<file path="src/hdl/bit_modify_pkg.sv">
// Package with encodings, field layouts and timing counts for the single-bit modify unit.
package bit_modify_pkg;
	localparam logic [7:0] OPC_BIT_COMPLEMENT = 8'h57;
	localparam logic [7:0] OPC_BIT_CLEAR_SET = 8'h77;
	localparam logic [7:0] FLAGS_REG_ADDR = 8'hd5;
	localparam int REG_NUM_MSB = 7;
	localparam int REG_NUM_LSB = 4;
	localparam int BIT_IDX_MSB = 3;
	localparam int BIT_IDX_LSB = 1;
	localparam int SEL_POS = 0;
	localparam int FLAG_C = 7;
	localparam int FLAG_Z = 6;
	localparam int FLAG_S = 5;
	localparam int FLAG_V = 4;
	localparam int FLAG_D = 3;
	localparam int FLAG_H = 2;
	localparam logic [7:0] FLAGS_RESET = 8'h00;
	localparam logic [7:0] DATA_RESET = 8'h00;
	localparam logic [3:0] REG_RESET = 4'h0;
	localparam logic [2:0] CYCLES_BIT_MODIFY = 3'h4;

	typedef struct packed {
		logic [7:0] opcode;
		logic [7:0] operand;
	} instr_t;

	typedef struct packed {
		logic [3:0] regNum;
		logic [7:0] data;
		logic [7:0] flags;
		logic flagsWrite;
	} result_t;
endpackage : bit_modify_pkg

</file>
<file path="src/hdl/single_bit_modify_unit.sv">
// Single-bit complement, clear and set datapath with its flag update.
`timescale 1ns/1ps
module single_bit_modify_unit (
	input wire logic sys_clk,
	input wire logic rst_b,
	input wire logic start,
	input wire bit_modify_pkg::instr_t instr,
	input wire logic [7:0] regData,
	input wire logic [7:0] flagsIn,
	output logic [3:0] regAddr,
	output logic [7:0] flagsAddr,
	output logic busy,
	output logic done,
	output bit_modify_pkg::result_t result
);
	// ==========================================================
	// Decode
	logic isCompl;
	logic isClrSet;
	logic [3:0] dstReg;
	logic [2:0] bitIdx;
	logic selSet;
	logic [2:0] count;
	logic [2:0] heldIdx;
	logic heldCompl;
	logic heldSet;

	function automatic logic [7:0] one_hot(input logic [2:0] idx);
		one_hot = 8'h01 << idx;
	endfunction : one_hot

	assign isCompl = instr.opcode == bit_modify_pkg::OPC_BIT_COMPLEMENT;
	assign isClrSet = instr.opcode == bit_modify_pkg::OPC_BIT_CLEAR_SET;
	assign dstReg = instr.operand[bit_modify_pkg::REG_NUM_MSB:bit_modify_pkg::REG_NUM_LSB];
	assign bitIdx = instr.operand[bit_modify_pkg::BIT_IDX_MSB:bit_modify_pkg::BIT_IDX_LSB];
	assign selSet = instr.operand[bit_modify_pkg::SEL_POS];

	// ==========================================================
	// Sequencing
	// A request is taken only while idle, so a start that arrives during the three busy cycles is dropped.
	// The operand fields are latched at the taking edge so the decoder may move on at once.
	always_ff @(posedge sys_clk or negedge rst_b) begin
		if (!rst_b) begin
			count <= 3'h0;
			busy <= 1'b0;
			regAddr <= bit_modify_pkg::REG_RESET;
			heldIdx <= 3'h0;
			heldCompl <= 1'b0;
			heldSet <= 1'b0;
		end else if (!busy && start && (isCompl || isClrSet)) begin
			count <= bit_modify_pkg::CYCLES_BIT_MODIFY - 3'h1;
			busy <= 1'b1;
			regAddr <= dstReg;
			heldIdx <= bitIdx;
			heldCompl <= isCompl;
			heldSet <= selSet;
		end else if (busy) begin
			count <= count - 3'h1;
			busy <= count != 3'h1;
		end
	end

	// The flags register location is fixed, so it is driven from the first edge after reset.
	always_ff @(posedge sys_clk or negedge rst_b) begin
		if (!rst_b) begin
			flagsAddr <= bit_modify_pkg::FLAGS_RESET;
		end else begin
			flagsAddr <= bit_modify_pkg::FLAGS_REG_ADDR;
		end
	end

	// ==========================================================
	// Result and flags
	logic [7:0] newData;
	logic [7:0] newFlags;
	// Flags start as a copy of the current value, so carry, decimal-adjust and half-carry are kept.
	// The overflow flag is undefined after a complement and is simply passed through.
	always_comb begin
		newFlags = flagsIn;
		if (heldCompl) begin
			newData = regData ^ one_hot(heldIdx);
			newFlags[bit_modify_pkg::FLAG_Z] = newData == 8'h00;
			newFlags[bit_modify_pkg::FLAG_S] = 1'b0;
		end else if (heldSet) begin
			newData = regData | one_hot(heldIdx);
		end else begin
			newData = regData & ~one_hot(heldIdx);
		end
	end

	always_ff @(posedge sys_clk or negedge rst_b) begin
		if (!rst_b) begin
			done <= 1'b0;
			result <= '0;
		end else if (busy && count == 3'h1) begin
			done <= 1'b1;
			result.regNum <= regAddr;
			result.data <= newData;
			result.flags <= newFlags;
			result.flagsWrite <= heldCompl;
		end else begin
			done <= 1'b0;
		end
	end
endmodule : single_bit_modify_unit

</file>
<file path="config.mk">
export PLATFORM = sky130hd
export DESIGN_NAME = single_bit_modify_unit
export DESIGN_NICKNAME = d
export VERILOG_FILES = /design/src/hdl/bit_modify_pkg.sv /design/src/hdl/single_bit_modify_unit.sv
export SDC_FILE = /design/constraint.sdc
export NUM_CORES = 1
export LEC_CHECK = 0
export ABC_AREA = 1
export BUFFER_PORTS_ARGS = -buffer_cell sky130_fd_sc_hd__buf_2
export CAP_MARGIN = 20
export CORE_MARGIN = 5
export CORE_UTILIZATION = 49
export CTS_CLUSTER_SIZE = 24
export DETAILED_ROUTE_END_ITERATION = 10
export GPL_TIMING_DRIVEN = 0
export PLACE_DENSITY = 0.8
export SKIP_LAST_GASP = 1
export SLEW_MARGIN = 20
export SYNTH_ARGS = -nofsm -noshare
export SYNTH_HDL_FRONTEND = slang
export SYNTH_SLANG_ARGS = --single-unit
</file>
<file path="constraint.sdc">
create_clock -name sys_clk -period 1.8 [get_ports sys_clk]
set_clock_uncertainty 0.15 [all_clocks]
set_input_delay 0.27 -clock sys_clk [delete_from_list [all_inputs] [get_ports sys_clk]]
set_output_delay 0.27 -clock sys_clk [all_outputs]
set_load 0.03 [all_outputs]
</file>
==> impl_metrics.yaml <==
grt:
  grt_pass1_wl_mm: 7.14
  grt.met2_usage_pct: 30.9
  grt_util_met1_pct: 20.5
  grt_pass1_vias: 1686
  gr-usage-all-layers_pct: 17.2
  grt_max_degree: 37
  gr-max-usage-layer: "met2"
  antenna_found_initial: 0
  met3_usage_pct: 4.43
  gr-total-overflow: 0
clock_network:
  clkLatencyLatePin_ns: 0.29
  numCtsBuffers: 5
  numClockSinks: 36
  cts_max_path_buffers: 2
  cts_resized: 0
  cts-root-buf: "clkbuf_8"
  cts_htree_levels: 2
  post_cts_buffers: 0
  clk_pin_slew_ns: 0.08
  cts_tree: "done"
timing:
  grt_setup_unrepaired: "false"
  finalHoldViolCount: 0
  relSlewSlack_pct: 47.5
  finalSetupViolations: 0
  post-route-period-util_pct: 85.8
  period_minus_slack_ns: 1.54
  worstMarginPinSlew_ns: 0.788
  maxSlewViolCount: 0
  tns_ns: 0
  max_freq_mhz: 647
worst_setup_path:
  end_kind: "register"
  crit_type: "reg2reg"
  required_ns: 1.82
  path_max_fanout: 10
  critPathLaunchType: "register"
  arrival_ns: 1.56
placement:
  port_buffers: 66
  gp_congestion: 0.834
  hpwl_mm: 3.26
  dp_cells: 353
synthesis:
  synth_warnings: 0
  yosysTopAreaCell: "dfrtp_1"
  synth_cells: 237
  yosys_register_bits: 36
  syn-cell-area_um2: 1890
  ys_top_cells_by_area: "dfrtp_1 (48%), nand2_1 (18%), o21ai_0 (5.3%), inv_1 (4.4%), nand3_1 (3.5%)"
  synth_seq_area_share_pct: 47.8
  synth_area_per_cell_um2: 7.96
  ys_types: 29
  synth_top_area_share_pct: 47.8
layout:
  stdcell_count: 362
  nets: 350
  n_antenna_cell: 0
  drive_gt1_share_pct: 33.4
  fill_cells: 336
  syn_to_final_growth_pct: 26.5
detailed_routing:
  ant_nets: 0
  vias: 1729
  drc: 0
  drt-total-wl_mm: 4.23
  firstDrtPassIters: 4
  wl_per_cell_um: 11.7
  vias_per_cell: 4.78
  drt_iter0_markers: 69
hold_path:
  holdCritPathClass: "in2reg"
power:
  powerDensity_nw_per_um2: 1240
  power_leakage_nw: 1.34
  vdd_ir_drop_max_mv: 0.673
floorplan:
  die_h_um: 72.0
  core_area_um2: 3690
  dieArea_um2: 5190
  die_x_um: 72.0
  rows: 22
  initial_core_util_pct: 51.1
  ios: 70
run_status:
  outcome: "completed"
run:
  drv_cap: 0
-- power breakdown --
group / internal, mW / leakage [nW] / total (mW) / switching, mW
Combinational: 0.377 / 0.858 / 1.18 / 0.806
Clock: 0.274 / 0.0404 / 0.593 / 0.318
Sequential: 1.05 / 0.439 / 1.18 / 0.129
-- worst max-delay path, cell delays in order (launching register included) --
cell,delay (ns)
dfrtp_1,0.46
nor3b_2,0.23
nand3_2,0.23
clkinv_2,0.14
buf_6,0.14
o21ai_0,0.08
-- per-layer routing --
layer / vias up / wire length [um]
met5: - / 0
met4: 0 / 39
met3: 4 / 366
met2: 57 / 2050
met1: 785 / 1770
li1: 883 / -
-- registers in the layout, indices dropped and copies added (netlist names) --
register and flops:
flagsAddr 1, heldSet 1, regAddr 4, heldCompl 1
busy 1, heldIdx 3, result 21, done 1
count 3
-- synth_stat cells --
cell       n
nor2_2     1
nand2_2    4
nor2_8     1
buf_6      4
dfrtp_1   36
clkinv_2   1
o21ai_0   20
clkbuf_1   2
nand3_2    2
ha_1       2
conb_1     2
or2_2      1
nor2_1     5
o21ai_2    1
nor2_4     1
nand4_1    6
nor3b_2    1
nand3b_1   1
nor3b_1    1
o211ai_1   1
inv_1     22
nand3_1   13
buf_4      8
a21oi_1    3
buf_2      2
o21a_1     3
inv_2      4
nand2_1   88
o21ai_1    1
-- cell families after synthesis --
family,count (synthesis),synth area share [%]
flip-flops,36,47.8
AND/OR/NAND/NOR,125,30.1
buffers and inverters,43,11.9
AO/OA/AOI/OAI,29,8.43
adder cells (fa/ha/maj),2,1.33
other,2,0.398
-- layout make-up --
class                           count  area (um2)  share of cell area [%]
Sequential cell                    36         901                    37.8
Multi-Input combinational cell    160         767                    32.1
Timing Repair Buffer               67         340                    14.3
Buffer                             16         123                    5.14
Inverter                           27         103                    4.30
Clock buffer                        5        68.8                    2.88
Tap cell                           48        60.1                    2.52
Clock inverter                      3        23.8                   0.996
-- cell usage in the layout (no fill, tap or decap), types with 5 or more instances in the layout --
cell	instances
inv_1	22
nor2_1	5
nand2_1	88
dfrtp_1	36
o21ai_0	20
nand4_1	6
buf_4	8
clkbuf_8	5
buf_2	68
nand3_1	13
-- through the flow --
stage	hold WS (ns)	util (%)	instance area [um2]	power [mW]	setup slack (ns)
after floorplan	-0.176	-	1890	2.02	0.278
after global placement	0.250	61.9	2280	2.36	0.237
after detailed placement	0.251	61.9	2280	2.39	0.238
after CTS	0.0243	64.7	2390	2.98	0.225
after global routing	0.0345	64.7	2390	3.14	0.0638
final	0.0228	64.7	2390	2.96	0.255
-- path summary, 6_finish.rpt --
check	startpoint	end	slack [ns]	cells past startpoint
worst min-delay path	flagsIn[1]	result[2]	0.02	3
min in group asynchronous	rst_b	result[12]	0.44	2
max in group asynchronous	rst_b	count[0]	0.55	2
worst max register to register	busy	heldIdx[2]	0.26	5
worst min register to register	result[8]	result[8]	0.32	2
worst max-delay path	busy	heldIdx[2]	0.26	5
-- what timing repair did --
| action | CTS | global route |
|---|---|---|
| endpoints found under the hold margin | 36 | 0 |
| endpoints found under the setup margin | 0 | 0 |
| hold buffers | 1 | 0 |
No activity file was read; power rests on OpenSTA's default activity.
